## src/shared/fpsv_pkg.sv

```systemverilog
package fpsv_pkg;

   ////////////////////////////////////////////////////////////////////
   // clock and timing
   localparam int CLK_MHZ        = 200;
   localparam int FLASH_HALF_MS  = 250;  // half period of flashing
   localparam int DEBOUNCE_MS    = 10;   // contact settle time
   localparam int FLASH_CYCLES   = FLASH_HALF_MS * 1000 * CLK_MHZ;
   localparam int DEBOUNCE_CYCLES = DEBOUNCE_MS * 1000 * CLK_MHZ;

   ////////////////////////////////////////////////////////////////////
   // lamp indices, eleven lamps
   localparam int NUM_LAMPS   = 11;
   localparam int LAMP_HLTH0  = 0;
   localparam int LAMP_ACTIVE = 3;
   localparam int LAMP_STBY   = 4;
   localparam int LAMP_EDUC   = 5;
   localparam int LAMP_RUN    = 6;
   localparam int LAMP_INHIB  = 7;
   localparam int LAMP_SYS    = 8;
   localparam int LAMP_USER0  = 9;
   localparam int NUM_SLICES  = 3;

   ////////////////////////////////////////////////////////////////////
   // register map, byte addresses
   localparam logic [7:0] REG_CTRL   = 8'h00;
   localparam logic [7:0] REG_CMD    = 8'h04;
   localparam logic [7:0] REG_STATUS = 8'h08;
   localparam logic [7:0] REG_FAULT  = 8'h0C;
   localparam logic [7:0] REG_FCOUNT = 8'h10;
   localparam logic [1:0] RESP_OKAY   = 2'h0;
   localparam logic [1:0] RESP_SLVERR = 2'h2;

   // field positions
   localparam int CTRL_USER0   = 0;
   localparam int CTRL_USER1   = 1;
   localparam int CTRL_DL_PERM = 2;
   localparam int CMD_FRESET   = 0;
   localparam logic [2:0] CTRL_RESET = 3'h0;

   ////////////////////////////////////////////////////////////////////
   // status word sent by each slice
   typedef struct packed {
      logic       active;
      logic       standby;
      logic       educated;
      logic       educating;
      logic       app_running;
      logic       full_integrity;
      logic       io_locked;
      logic       cfg_mismatch;
      logic [7:0] faults;  // boot,sys,selftest,bus,io,noresp,chan,sim
   } fpsv_status_s;

   // lamp drive, one green and one red line each
   typedef struct packed {
      logic [NUM_LAMPS-1:0] green;
      logic [NUM_LAMPS-1:0] red;
   } fpsv_lamps_s;

endpackage

```

## src/verilog/fpsv_debounce.sv

```systemverilog
`timescale 1ns/1ps
module fpsv_debounce
   import fpsv_pkg::*;
#(
   parameter int CYCLES = DEBOUNCE_CYCLES
)(
   // clock and reset
   input  wire logic i_clk,
   input  wire logic i_resetn,
   // raw contact and settled level
   input  wire logic i_raw,
   output logic      o_level
);

   localparam int CW = $clog2(CYCLES + 1);

   logic [2:0]    sync;
   logic [CW-1:0] cnt;

   // three stage synchroniser, only stage 1 and 2 are compared
   always_ff @(posedge i_clk)
   begin
      if (!i_resetn)
         sync <= 3'h0;
      else
         sync <= {sync[1:0], i_raw};
   end

   // level taken once the synchronised input stays different long enough
   always_ff @(posedge i_clk)
   begin
      if (!i_resetn)
      begin
         cnt     <= '0;
         o_level <= 1'b0;
      end
      else if (sync[1] != sync[2] || sync[2] == o_level)
         cnt <= '0;
      else if (cnt == CW'(CYCLES - 1))
      begin
         cnt     <= '0;
         o_level <= sync[2];
      end
      else
         cnt <= cnt + 1'b1;
   end

endmodule // fpsv_debounce

```

## src/verilog/fpsv_panel.sv

```systemverilog
`timescale 1ns/1ps
// Overview of operation
// - drive eleven status lamps
// - vote every slice bit two of three
// - health lamps follow their own slice
// - health lamp green healthy, red failed
// - active lamp green in active mode
// - standby lamp green in standby mode
// - educated lamp steady, flashing or off
// - run lamp flashing, steady or off
// - inhibit flashes while any point locked
// - inhibit flashes on mismatched changeover attempt
// - system lamp green, flashing red, off
// - user lamps red under software control
// - failed slice switches processing to standby
// - reset clears faults, counters, requests peers
// - faults still present are recorded again
// - workstation command also resets faults
// - run position locks application memory
// - maintain position with permission allows download
module fpsv_panel
   import fpsv_pkg::*;
#(
   parameter int FLASH_HALF = FLASH_CYCLES,
   parameter int DEBOUNCE   = DEBOUNCE_CYCLES
)(
   // clock and reset
   input  wire logic                  i_clk,
   input  wire logic                  i_resetn,
   // slices
   input  wire fpsv_status_s          i_slice_status [NUM_SLICES],
   input  wire logic [NUM_SLICES-1:0] i_slice_healthy,
   // front panel controls
   input  wire logic                  i_reset_button,
   input  wire logic                  i_key_maintain,
   // panel and system outputs
   output fpsv_lamps_s                o_lamps,
   output logic                       o_changeover_req,
   output logic                       o_fault_clear,
   output logic                       o_peer_reset_req,
   output logic                       o_mem_lock,
   output logic                       o_download_en,
   // axi4-lite write
   input  wire logic [7:0]            i_awaddr,
   input  wire logic                  i_awvalid,
   output logic                       o_awready,
   input  wire logic [31:0]           i_wdata,
   input  wire logic [3:0]            i_wstrb,
   input  wire logic                  i_wvalid,
   output logic                       o_wready,
   output logic [1:0]                 o_bresp,
   output logic                       o_bvalid,
   input  wire logic                  i_bready,
   // axi4-lite read
   input  wire logic [7:0]            i_araddr,
   input  wire logic                  i_arvalid,
   output logic                       o_arready,
   output logic [31:0]                o_rdata,
   output logic [1:0]                 o_rresp,
   output logic                       o_rvalid,
   input  wire logic                  i_rready
);

   localparam int FW = $clog2(FLASH_HALF + 1);

   // majority of three
   function automatic logic maj(input logic a, input logic b,
                                input logic c);
      maj = (a & b) | (a & c) | (b & c);
   endfunction

   // register map decode
   function automatic logic known(input logic [7:0] a);
      known = (a == REG_CTRL) || (a == REG_CMD) || (a == REG_STATUS) ||
              (a == REG_FAULT) || (a == REG_FCOUNT);
   endfunction

   fpsv_status_s       voted;
   logic [15:0]        raw [NUM_SLICES];
   logic               disagree;
   logic [1:0]         settled;
   logic               btn_prev;
   logic               btn_rise;
   logic               cmd_reset;
   logic               clear_evt;
   logic [7:0]         fault_now;
   logic [7:0]         fault_rec;
   logic [7:0]         fault_prev;
   logic [7:0]         new_fault;
   logic [15:0]        fault_cnt;
   logic [2:0]         ctrl;
   logic [7:0]         aw_addr;
   logic [31:0]        w_data;
   logic [3:0]         w_strb;
   logic               do_write;
   logic [FW-1:0]      flash_cnt;
   logic               flash;
   logic               illegal;
   fpsv_lamps_s        next_lamps;

   ////////////////////////////////////////////////////////////////////
   // voting

   generate
      for (genvar s = 0; s < NUM_SLICES; s++)
      begin : g_raw
         assign raw[s] = i_slice_status[s];
      end
      for (genvar b = 0; b < 16; b++)
      begin : g_vote
         assign voted[b] = maj(raw[0][b], raw[1][b], raw[2][b]);
      end
   endgenerate

   // any slice outvoted counts as a slice error
   assign disagree = (raw[0] != raw[1]) || (raw[1] != raw[2]);

   ////////////////////////////////////////////////////////////////////
   // panel controls

   generate
      for (genvar k = 0; k < 2; k++)
      begin : g_deb
         fpsv_debounce #(.CYCLES(DEBOUNCE)) u_deb (
            .i_clk    (i_clk),
            .i_resetn (i_resetn),
            .i_raw    (k == 0 ? i_reset_button : i_key_maintain),
            .o_level  (settled[k])
         );
      end
   endgenerate

   // press edge detector
   always_ff @(posedge i_clk)
   begin
      if (!i_resetn)
         btn_prev <= 1'b0;
      else
         btn_prev <= settled[0];
   end

   assign btn_rise = settled[0] & ~btn_prev;

   assign cmd_reset = do_write && aw_addr == REG_CMD && w_strb[0] &&
                      w_data[CMD_FRESET];
   assign clear_evt = btn_rise | cmd_reset;

   always_ff @(posedge i_clk)
   begin
      if (!i_resetn)
      begin
         o_fault_clear    <= 1'b0;
         o_peer_reset_req <= 1'b0;
      end
      else
      begin
         o_fault_clear    <= clear_evt;
         o_peer_reset_req <= clear_evt;
      end
   end

   // key position locks or opens memory
   always_ff @(posedge i_clk)
   begin
      if (!i_resetn)
      begin
         o_mem_lock    <= 1'b1;
         o_download_en <= 1'b0;
      end
      else
      begin
         o_mem_lock    <= ~settled[1];
         o_download_en <= settled[1] & ctrl[CTRL_DL_PERM];
      end
   end

   ////////////////////////////////////////////////////////////////////
   // fault record and counter

   assign fault_now = voted.faults | {5'h00, disagree, 2'h0};
   assign new_fault = fault_now & ~fault_prev;

   // set wins over clear, faults re-recorded
   always_ff @(posedge i_clk)
   begin
      if (!i_resetn)
      begin
         fault_rec  <= 8'h00;
         fault_prev <= 8'h00;
      end
      else
      begin
         fault_prev <= fault_now;
         fault_rec  <= (clear_evt ? 8'h00 : fault_rec) | fault_now;
      end
   end

   // counter restarts at one while any fault is present, else zeroed
   always_ff @(posedge i_clk)
   begin
      if (!i_resetn)
         fault_cnt <= 16'h0000;
      else if (clear_evt)
         fault_cnt <= 16'(|fault_now);
      else if (|new_fault && fault_cnt != 16'hFFFF)
         fault_cnt <= fault_cnt + 16'h0001;
   end

   ////////////////////////////////////////////////////////////////////
   // flash divider

   always_ff @(posedge i_clk)
   begin
      if (!i_resetn)
      begin
         flash_cnt <= '0;
         flash     <= 1'b0;
      end
      else if (flash_cnt == FW'(FLASH_HALF - 1))
      begin
         flash_cnt <= '0;
         flash     <= ~flash;
      end
      else
         flash_cnt <= flash_cnt + 1'b1;
   end

   ////////////////////////////////////////////////////////////////////
   // lamp patterns

   assign illegal = voted.active & voted.standby;

   always_comb
   begin
      next_lamps = '0;
      for (int s = 0; s < NUM_SLICES; s++)
      begin
         next_lamps.green[LAMP_HLTH0 + s] = i_slice_healthy[s];
         next_lamps.red[LAMP_HLTH0 + s]   = ~i_slice_healthy[s];
      end
      next_lamps.green[LAMP_ACTIVE] = voted.active;
      next_lamps.green[LAMP_STBY] = voted.standby;
      if (voted.app_running)
         next_lamps.green[LAMP_EDUC] = voted.educated |
                                       (voted.educating & flash);
      if (voted.standby)
         next_lamps.green[LAMP_RUN] = 1'b1;
      else if (voted.app_running && voted.full_integrity)
         next_lamps.green[LAMP_RUN] = flash;
      next_lamps.green[LAMP_INHIB] = (voted.io_locked |
                                      voted.cfg_mismatch) & flash;
      if (illegal)
      begin
         next_lamps.green[LAMP_SYS] = 1'b0;
         next_lamps.red[LAMP_SYS]   = 1'b0;
      end
      else if (|fault_now)
         next_lamps.red[LAMP_SYS] = flash;
      else
         next_lamps.green[LAMP_SYS] = 1'b1;
      next_lamps.red[LAMP_USER0]     = ctrl[CTRL_USER0];
      next_lamps.red[LAMP_USER0 + 1] = ctrl[CTRL_USER1];
   end

   always_ff @(posedge i_clk)
   begin
      if (!i_resetn)
         o_lamps <= '0;
      else
         o_lamps <= next_lamps;
   end

   always_ff @(posedge i_clk)
   begin
      if (!i_resetn)
         o_changeover_req <= 1'b0;
      else
         o_changeover_req <= ~&i_slice_healthy & voted.active;
   end

   ////////////////////////////////////////////////////////////////////
   // axi4-lite write channel

   assign do_write = ~o_awready & ~o_wready & ~o_bvalid;

   // address and data taken in either order, released after response
   always_ff @(posedge i_clk)
   begin
      if (!i_resetn)
      begin
         o_awready <= 1'b1;
         o_wready  <= 1'b1;
         aw_addr   <= 8'h00;
         w_data    <= 32'h0000_0000;
         w_strb    <= 4'h0;
      end
      else
      begin
         if (i_awvalid && o_awready)
         begin
            o_awready <= 1'b0;
            aw_addr   <= i_awaddr;
         end
         else if (o_bvalid && i_bready)
            o_awready <= 1'b1;
         if (i_wvalid && o_wready)
         begin
            o_wready <= 1'b0;
            w_data   <= i_wdata;
            w_strb   <= i_wstrb;
         end
         else if (o_bvalid && i_bready)
            o_wready <= 1'b1;
      end
   end

   // write response
   always_ff @(posedge i_clk)
   begin
      if (!i_resetn)
      begin
         o_bvalid <= 1'b0;
         o_bresp  <= RESP_OKAY;
      end
      else if (do_write)
      begin
         o_bvalid <= 1'b1;
         o_bresp  <= known(aw_addr) ? RESP_OKAY : RESP_SLVERR;
      end
      else if (o_bvalid && i_bready)
         o_bvalid <= 1'b0;
   end

   // control register
   always_ff @(posedge i_clk)
   begin
      if (!i_resetn)
         ctrl <= CTRL_RESET;
      else if (do_write && aw_addr == REG_CTRL && w_strb[0])
         ctrl <= w_data[2:0];
   end

   ////////////////////////////////////////////////////////////////////
   // axi4-lite read channel

   always_ff @(posedge i_clk)
   begin
      if (!i_resetn)
      begin
         o_arready <= 1'b1;
         o_rvalid  <= 1'b0;
         o_rdata   <= 32'h0000_0000;
         o_rresp   <= RESP_OKAY;
      end
      else if (i_arvalid && o_arready)
      begin
         o_arready <= 1'b0;
         o_rvalid  <= 1'b1;
         o_rresp   <= known(i_araddr) ? RESP_OKAY : RESP_SLVERR;
         case (i_araddr)
            REG_CTRL:   o_rdata <= {29'h0, ctrl};
            REG_STATUS: o_rdata <= {11'h0, o_mem_lock, settled[1],
                                    i_slice_healthy, voted};
            REG_FAULT:  o_rdata <= {24'h0, fault_rec};
            REG_FCOUNT: o_rdata <= {16'h0, fault_cnt};
            default:    o_rdata <= 32'h0000_0000;
         endcase
      end
      else if (o_rvalid && i_rready)
      begin
         o_rvalid  <= 1'b0;
         o_arready <= 1'b1;
      end
   end

endmodule // fpsv_panel

```

## config.mk

```make
export PLATFORM = sky130hd
export DESIGN_NAME = fpsv_panel
export DESIGN_NICKNAME = d
export VERILOG_FILES = /design/src/shared/fpsv_pkg.sv /design/src/verilog/fpsv_debounce.sv /design/src/verilog/fpsv_panel.sv
export SDC_FILE = /design/constraint.sdc
export NUM_CORES = 1
export LEC_CHECK = 0
export ABC_AREA = 0
export BUFFER_PORTS_ARGS = -buffer_cell sky130_fd_sc_hd__clkbuf_2
export CORE_MARGIN = 3
export CORE_UTILIZATION = 52
export DETAILED_ROUTE_END_ITERATION = 16
export PLACE_DENSITY = 0.77
export SYNTH_ARGS = -nofsm -noshare
export SYNTH_HDL_FRONTEND = slang
export SYNTH_HIERARCHICAL = 1
export SYNTH_SLANG_ARGS = --single-unit
```

## constraint.sdc

```tcl
create_clock -name i_clk -period 3.1 [get_ports i_clk]
set_input_delay 0.31 -clock i_clk [delete_from_list [all_inputs] [get_ports i_clk]]
set_output_delay 0.31 -clock i_clk [all_outputs]
set_load 0.02 [all_outputs]
```

# == Yosys cells after proc, flatten, opt, wreduce, memory -nomap -nowiden ==
# Cells that the tools add are included.
# W data, S select, Z words.
# op_classes
bitwise,108
n_eq_ne,18
reduce_logical,43
addsub,4
n_mux,18
# ops
operator,count
$pmux W21 S4,1
$and A1 B1 Y1,56
$add A21 B1 Y21 const B,2
$eq A21 B21 Y1 const B,2
$or A1 B1 Y1,35
$eq A8 B4 Y1 const B,4
$ne A16 B16 Y1,2
$add A26 B1 Y26 const B,1
$eq A26 B26 Y1 const B,1
$add A16 B1 Y16 const B,1
$eq A8 B3 Y1 const B,2
$eq A8 B5 Y1 const B,2
$logic_not A8 Y1,2
$ne A16 B16 Y1 const B,1
$reduce_or A8 Y1,2
$mux W1,14
$not A1 Y1,13
$logic_and A1 B1 Y1,12
$logic_or A1 B1 Y1,11
$reduce_bool A2 Y1,5
$reduce_or A3 Y1,3
$and A8 B8 Y8,1
$mux W8,1
$not A8 Y8,1
9 further kinds,16
# totals
out_inout_bits,68
reg_bits,192
elab_cells,227

# == Logic depth before layout (Yosys ltp) ==
# Gate-level depths: netlist of run 1.
# depth
ltp_word,9
ltp_mapped,9

# == Cells and area by module ==
# Netlist of run 1, hierarchy kept.
# by_module_without_submodules
module,cells_each,area_each_um2,instances
fpsv_panel,633,5584.1,1
fpsv_debounce,126,1107.3,2

# == Worst setup path before layout of run 1 ==
# No wires, ideal clock.
# synth_timing
path_type,input -> register
from,in i_slice_status[11] (netlist name)
to,reg fault_cnt[11]
t_arrival_ns,2.022
required_time_ns,2.985
slack_ns,0.963
n_path_buf,1
cell_stages,8
path_cell_list,ha_1 nor4_1 nand4_1 o31ai_1 a21o_2 buf_6 nor4_1 o21a_1
# synth_between
elab_chain_cells,6
# synth_lines
item,line,rtl
start: declaration,fpsv_panel.sv:31,"input wire fpsv_status_s i_slice_status [NUM_SLICES],"
$ne A16 B16 Y1,fpsv_panel.sv:116,assign disagree = (raw[0] != raw[1]) || (raw[1] != raw[2]);
$logic_or A1 B1 Y1,fpsv_panel.sv:116,
$or A8 B3 Y8,fpsv_panel.sv:180,"assign fault_now = voted.faults | {5'h00, disagree, 2'h0};"
$and A8 B8 Y8,fpsv_panel.sv:181,assign new_fault = fault_now & ~fault_prev;
$reduce_or A8 Y1,fpsv_panel.sv:205,else if (|new_fault && fault_cnt != 16'hFFFF)
$logic_and A1 B1 Y1,fpsv_panel.sv:205,
end signal: assignment,fpsv_panel.sv:204,fault_cnt <= 16'(|fault_now);
end signal: assignment,fpsv_panel.sv:206,fault_cnt <= fault_cnt + 16'h0001;
end: declaration,fpsv_panel.sv:90,logic [15:0] fault_cnt;
# No other way between the ends.
# A chain may end at the register's enable or synchronous reset.

# == Final worst setup path of run 1 ==
# layout_timing
from,reg g_deb[0].u_deb.cnt[0]
to,reg g_deb[0].u_deb.cnt[20]
# layout_between
elab_chain_cells,2
word_cells_on_any_way,3
cone_classes,add/sub (1); eq/ne (1); reduce/logical (1)
# layout_lines
item,line,rtl
start: declaration,fpsv_debounce.sv:18,logic [CW-1:0] cnt;
start signal: assignment,fpsv_debounce.sv:45,cnt <= cnt + 1'b1;
branches (longest 2 deep; another with $add A21 B1 Y21),n/a,
# Several ways; the timed one is not identified.

==> results of run 1 <==
## metrics by stage
stage,hold WS (ns),utilization [%],instances
6_report,0.09208,63.00,1213
5_1_grt,0.07426,63.00,1213
4_1_cts,0.07771,63.00,1213
3_5_place_dp,0.4222,58.72,1181
3_3_place_gp,0.4151,58.72,1181
2_1_floorplan,0.3824,-,904
## cells in the mapped netlist, types with 12 or more instances
cell type,instances
clkbuf_1,18
and2_1,19
nand4_1,16
nand2_1,87
xor2_1,19
nand3_1,37
xnor2_1,35
nor3_1,17
nor2_1,108
ha_1,36
buf_4,21
o21ai_0,33
inv_1,25
dfxtp_1,172
or3_1,12
a21oi_1,53
nor4_1,14
## layer usage
layer | global-route usage (%) | share of wire, % | vias to the layer above
li1 | - | - | 3364
met1 | 27.27 | 46 | 3106
met2 | 35.67 | 47 | 180
met3 | 5.023 | 5.7 | 18
met4 | 5.431 | 1.3 | 0
met5 | 0 | 0 | -
## layout by cell type (no fill, tap or decap), types with 8 or more instances in the layout
cell / n
xnor2_1: 35
nor4_1: 14
dfxtp_1: 172
a211oi_1: 11
o31ai_1: 10
and2_1: 19
and4_1: 8
nor2_1: 108
or4_1: 11
nand4_1: 16
o21ai_0: 33
xor2_1: 19
conb_1: 20
clkbuf_2: 127
nor3_1: 17
nand2_1: 87
ha_1: 36
clkbuf_16: 17
buf_4: 14
a21oi_1: 53
and3_1: 10
nand3_1: 37
or3_1: 12
inv_1: 25
a21o_1: 9
## final cells by class
type,instances,area [um^2],share of cell area [%]
multi-input combinational,658,4055,44.12
sequential,172,3443,37.46
clock buffer,18,429.2,4.669
tap,184,230.2,2.505
timing repair buffer,141,740.7,8.059
clock inverter,14,195.2,2.124
inverter,26,97.59,1.062
## sequential cells by signal, summed over array words and instances, names as in the netlist, 2 cells and up
register,flops
g_deb.u_deb/cnt,42
flash_cnt,26
o_rdata,21
fault_cnt,16
o_lamps,15
aw_addr,8
fault_prev,8
fault_rec,8
g_deb.u_deb/sync,6
ctrl,3
w_data,3
g_deb.u_deb/o_level,2
## cell families after synthesis
group | after synthesis | share of synthesized area (%)
adders and majority gates | 36 | 5.776
xor gates and xnor gates | 54 | 6.064
DFF | 172 | 44.15
muxes | 4 | 0.5134
AOI/OAI and AO/OA | 167 | 13.94
and+or+nand+nor | 377 | 24.74
buffers and inverters | 74 | 4.765
other | 1 | 0.04808
## worst max-delay path, cell delays in order, from the launching register on
cell and delay, ns:
dfxtp_1 0.40, ha_1 0.25, nand4_2 0.20, or4_1 0.68, or4_1 0.44, a21oi_1 0.15
## path summary, 6_finish.rpt
kind	depth (start not counted)	endpoint	slack [ns]
max	5	g_deb[0].u_deb/cnt[20]	0.91
min reg2reg	1	g_deb[1].u_deb/sync[1]	0.43
max reg2reg	5	g_deb[0].u_deb/cnt[20]	0.91
min	2	o_lamps[0]	0.09
## power by group through the flow
stage / clock (mW) / combinational [mW] / sequential (mW)
after floorplan: 0 / 0.207 / 2.36
after global placement: 0 / 0.344 / 2.34
after detailed placement: 0 / 0.350 / 2.35
after CTS: 2.26 / 0.354 / 2.30
after global routing: 2.36 / 0.391 / 2.30
final: 2.23 / 0.353 / 2.30
==> results.py, run 1 <==
metrics = {
    "power": {
        "vdd_drop_max_uv": 414.5,
        "p_sw_share_pct": 23.02,
        "p_leak_nw": 3.666,
        "clock_power_share_pct": 45.7,
        "seqPwrFrac_pct": 47.1,
        "combPwrFrac_pct": 7.2,
        "total_power_mw": 4.879,
        "intPower_mw": 3.755,
        "power_density_mw_per_mm2": 530.8,
        "switchingPower_mw": 1.123,
    },
    "floorplanning": {
        "dieArea_mm2": 0.01650,
        "io_pins": 180,
        "initial_utilization_pct": 53.46,
        "rows": 44,
        "core-area_mm2": 0.01459,
        "die_x_um": 128.5,
        "die_h_um": 128.5,
    },
    "timing": {
        "setup_viol": 0,
        "max_freq_mhz": 455.9,
        "fin_setup_tns_ns": 0,
        "slew_headroom_pct": 50.79,
        "layout_setup_ws_ns": 0.9063,
        "min_period_over_period_pct": 70.76,
        "period_minus_slack_ns": 2.194,
        "final-hold-violation-count": 0,
        "worstMarginPinSlew_ns": 0.7363,
        "rsz0062_at_grt": "false",
        "finClkSkew_ns": 0.007627,
        "drv_slew": 0,
    },
    "global_route": {
        "overflow": 0,
        "first_global_vias": 6057,
        "antenna_found_initial": 0,
        "grt_pass1_wl_mm": 28.53,
        "groute.usage.overall_pct": 21.13,
        "grt_max_degree": 43,
    },
    "detailed_routing": {
        "dr.pass1.iters": 5,
        "drcViolationCount": 0,
        "route.detailed.wl_per_inst_um": 14.54,
        "viasPerCell": 5.497,
        "wirelength_mm": 17.64,
        "via_count": 6668,
        "dr.first_iter.drc_count": 388,
        "ant_nets": 0,
    },
    "synth": {
        "synth_area_leaders": "dfxtp_1 (44%), ha_1 (5.8%), nor2_1 (5.2%)",
        "ys_seq_area_share_pct": 44.15,
        "syn_area_per_cell_um2": 8.812,
        "synth_top_area_cell": "dfxtp_1",
        "async_flop_share_pct": 0,
        "synthDominantCellAreaShare_pct": 44.15,
        "ys_ff_latch": 172,
        "ys_types": 68,
        "yosysWarningCount": 6,
        "synth_flop_cell": "dfxtp_1",
        "syn_area_mm2": 0.007799,
        "netlist_instances": 885,
        "synth_edf_count": 0,
    },
    "final_layout": {
        "drive_gt1_share_pct": 18.85,
        "finalNetCount": 1164,
        "fillCellCount": 1238,
        "syn_to_final_growth_pct": 17.86,
        "final_cell_area_mm2": 0.009191,
        "n_antenna_cell": 0,
    },
    "cts": {
        "clock_latency_ns": 0.42,
        "post_cts_resized": 0,
        "cts_tree": "yes",
        "holdBufCountCts": 0,
        "cts_setup_buffers": 0,
        "cts_num_sinks": 172,
        "clock_path_buffers": 2,
        "clkTransAtPathRegs_ns": 0.06,
        "cts_max_level": 4,
        "cts_made_buffers": 17,
        "cts-root-buf": "clkbuf_16",
    },
    "place": {
        "place_ws_ns": 0.6185,
        "dpl-instance-area_mm2": 0.008567,
        "hpwl_mm": 12.81,
        "port_buffers": 127,
        "gp_congestion": 0.8526,
    },
    "critical_path": {
        "path_max_fanout": 8,
        "r2r_start": "g_deb[0].u_deb/cnt[0]",
        "crit_start": "g_deb[0].u_deb/cnt[0]",
        "cp.required_ns": 3.45,
        "worstPathArrival_ns": 2.55,
        "crit_path_start_kind": "register",
        "critical_path_class": "reg -> reg",
        "critPathCaptureType": "register",
    },
    "run": {
        "max_cap_viol_count": 0,
    },
    "status": {
        "status": "finished clean",
    },
    "hold_path": {
        "hold_start": "i_slice_healthy[0]",
        "hold_path.class": "in -> reg",
    },
}
Note: power is estimated with default switching activity, not from simulation.
==> run 2, diff against run 1 <==
--- a/config.mk
+++ b/config.mk
@@ -5,10 +5,10 @@
 export SDC_FILE = /design/constraint.sdc
 export NUM_CORES = 1
 export LEC_CHECK = 0
-export ABC_AREA = 0
+export ABC_AREA = 1
 export BUFFER_PORTS_ARGS = -buffer_cell sky130_fd_sc_hd__clkbuf_2
 export CORE_MARGIN = 3
-export CORE_UTILIZATION = 52
+export CORE_UTILIZATION = 50
 export DETAILED_ROUTE_END_ITERATION = 16
 export PLACE_DENSITY = 0.77
 export SYNTH_ARGS = -nofsm -noshare
==> constraint.sdc (replaced) <==
create_clock -name i_clk -period 1.8 [get_ports i_clk]
set_input_delay 0.18 -clock i_clk [delete_from_list [all_inputs] [get_ports i_clk]]
set_output_delay 0.18 -clock i_clk [all_outputs]
set_load 0.02 [all_outputs]
==> run 2 against run 1 <==
Net effect:
- critical path depth stayed put
- hold slack got worse by 0.068 ns
- worst setup slack got worse by 0.78 ns
- synthesized cell count up 38%
==> results.py, run 2 <==
metrics = {
    "cts": {
        "cts_num_sinks": 172,
        "cts_made_buffers": 17,
        "cts_tree": "yes",
        "cts_max_level": 4,
        "clock_latency_ns": 0.44,
        "cts-root-buf": "clkbuf_16",
        "clock_path_buffers": 2,
        "clkTransAtPathRegs_ns": 0.07,
    },
    "floorplanning": {
        "initial_utilization_pct": 51.18,
        "io_pins": 180,
        "rows": 48,
        "die_x_um": 139.1,
        "dieArea_mm2": 0.01934,
        "core-area_mm2": 0.01730,
        "die_h_um": 139.1,
    },
    "critical_path": {
        "critical_path_class": "reg -> reg",
        "path_max_fanout": 6,
        "worstPathArrival_ns": 2.03,
        "cp.required_ns": 2.16,
        "r2r_setup_slack_ns": 0.13,
        "critPathCaptureType": "register",
        "crit_path_start_kind": "register",
    },
    "final_layout": {
        "largest_reg_flops": 42,
        "largestRegisters": "g_deb.u_deb/cnt: 42 flops, flash_cnt: 26 flops, o_rdata: 21 flops",
        "multi_input_area_mm2": 0.004658,
        "n_antenna_cell": 0,
        "drive_gt1_share_pct": 19.26,
        "finalNetCount": 1532,
        "utilization_pct": 61.10,
        "top_register": "g_deb.u_deb/cnt",
        "mostFrequentLayoutCells": "nand2_1 (243), nor2_1 (194), dfxtp_1 (171)",
        "fillCellCount": 1527,
        "final_common_cell": "nand2_1",
        "seqCellArea_mm2": 0.003445,
        "syn_to_final_growth_pct": 19.38,
    },
    "detailed_routing": {
        "route.detailed.wl_per_inst_um": 13.96,
        "drcViolationCount": 0,
        "via_count": 8297,
        "dr.pass1.iters": 5,
        "viasPerCell": 5.115,
        "wirelength_mm": 22.65,
        "dr.first_iter.drc_count": 569,
        "ant_nets": 0,
    },
    "power": {
        "combPwrFrac_pct": 9.1,
        "p_sw_share_pct": 25.54,
        "switchingPower_mw": 2.210,
        "total_power_mw": 8.652,
        "clock_power_share_pct": 45.0,
        "p_leak_nw": 4.429,
        "vdd_drop_max_uv": 737.7,
        "power_density_mw_per_mm2": 818.7,
        "intPower_mw": 6.442,
        "seqPwrFrac_pct": 45.9,
    },
    "timing": {
        "drv_slew": 0,
        "hold_slack_ns": 0.02420,
        "period_minus_slack_ns": 1.673,
        "finClkSkew_ns": 0.01173,
        "max_freq_mhz": 597.6,
        "fin_setup_tns_ns": 0,
        "setup_viol": 0,
        "min_period_over_period_pct": 92.96,
        "layout_setup_ws_ns": 0.1267,
        "final-hold-violation-count": 0,
    },
    "global_route": {
        "grt_max_degree": 36,
        "groute.usage.overall_pct": 23.13,
        "first_global_vias": 7879,
        "overflow": 0,
        "antenna_found_initial": 0,
        "grt_pass1_wl_mm": 36.99,
    },
    "status": {
        "status": "finished clean",
    },
    "synth": {
        "netlist_instances": 1225,
        "yosysWarningCount": 6,
        "yosysMostFrequentCell": "nand2_1",
        "async_flop_share_pct": 0,
        "synth_edf_count": 0,
        "synthDominantCellAreaShare_pct": 38.90,
        "synth_top_area_cell": "dfxtp_1",
        "synthTopCellsByCount": "nand2_1 (245), nor2_1 (196), dfxtp_1 (172)",
        "ys_seq_area_share_pct": 38.90,
        "ys_types": 47,
        "syn_area_per_cell_um2": 7.226,
        "syn_area_mm2": 0.008852,
        "synth_area_leaders": "dfxtp_1 (39%), nand2_1 (10%), nor2_1 (8.3%)",
        "synth_flop_cell": "dfxtp_1",
        "ys_ff_latch": 172,
    },
    "place": {
        "port_buffers": 127,
        "gp_congestion": 0.9792,
        "hpwl_mm": 17.12,
        "place_ws_ns": 0.05382,
    },
    "hold_path": {
        "hold_path.class": "in -> reg",
    },
    "run": {
        "max_cap_viol_count": 0,
    },
}
run 2: routing by layer:
metal	share of wire, %	vias up	GRT usage, %
met5	0	-	0
met4	3.5	0	11.17
met3	5.6	56	4.621
met2	48	264	39.20
met1	43	3762	28.16
li1	-	4215	-
run 2: area by class of cell:
cell class / count / share of cell area, %
Multi-Input combinational cell: 877 / 44.08
Sequential cell: 172 / 32.60
Timing Repair Buffer: 168 / 9.472
Inverter: 148 / 5.292
Clock buffer: 17 / 4.026
Tap cell: 225 / 2.664
Clock inverter: 15 / 1.871
run 2: cells by family after synthesis:
family          share of synthesized area, %
buf+inv                                9.809
flops                                  38.90
compound gates                         9.824
other cells                          0.04236
fa+ha+maj                              5.088
xor+xnor                               4.156
simple gates                           32.18
run 2: metrics by stage:
step / area, um^2 / instances
6_report: 10570 / 1622
5_1_grt: 10570 / 1622
4_1_cts: 10510 / 1621
3_5_place_dp: 9806 / 1581
3_3_place_gp: 9806 / 1581
2_1_floorplan: 8924 / 1244
run 2: power groups by stage:
stage                     registers [mW]  logic (mW)  clock network [mW]
after detailed placement            4.06       0.763                   0
after floorplan                     4.09       0.437                   0
after global placement              4.05       0.744                   0
after CTS                           3.97       0.784                3.94
after global routing                3.98       0.882                4.12
final                               3.97       0.788                3.89
run 2: worst paths after layout:
path / start / end / depth (start not counted)
setup / recovery: flash_cnt[7] / flash_cnt[19] / 5
hold / removal: i_awaddr[1] / aw_addr[1] / 3
setup reg to reg: flash_cnt[7] / flash_cnt[19] / 5
hold reg to reg: g_deb[1].u_deb/sync[0] / g_deb[1].u_deb/sync[1] / 2
run 2: timing repair:
action	4_1_cts	5_1_grt
endpoints found under the hold margin	12	0
gates resized for setup	0	14
hold buffers	8	0
buffers inserted	0	1
endpoints found under the setup margin	0	29
run 2: worst max-delay path, stage by stage (launching register included):
cell,delay [ns]
dfxtp_1,0.46
nand2_2,0.17
nor4_1,0.32
nand4_1,0.18
or2_2,0.32
a21oi_1,0.16
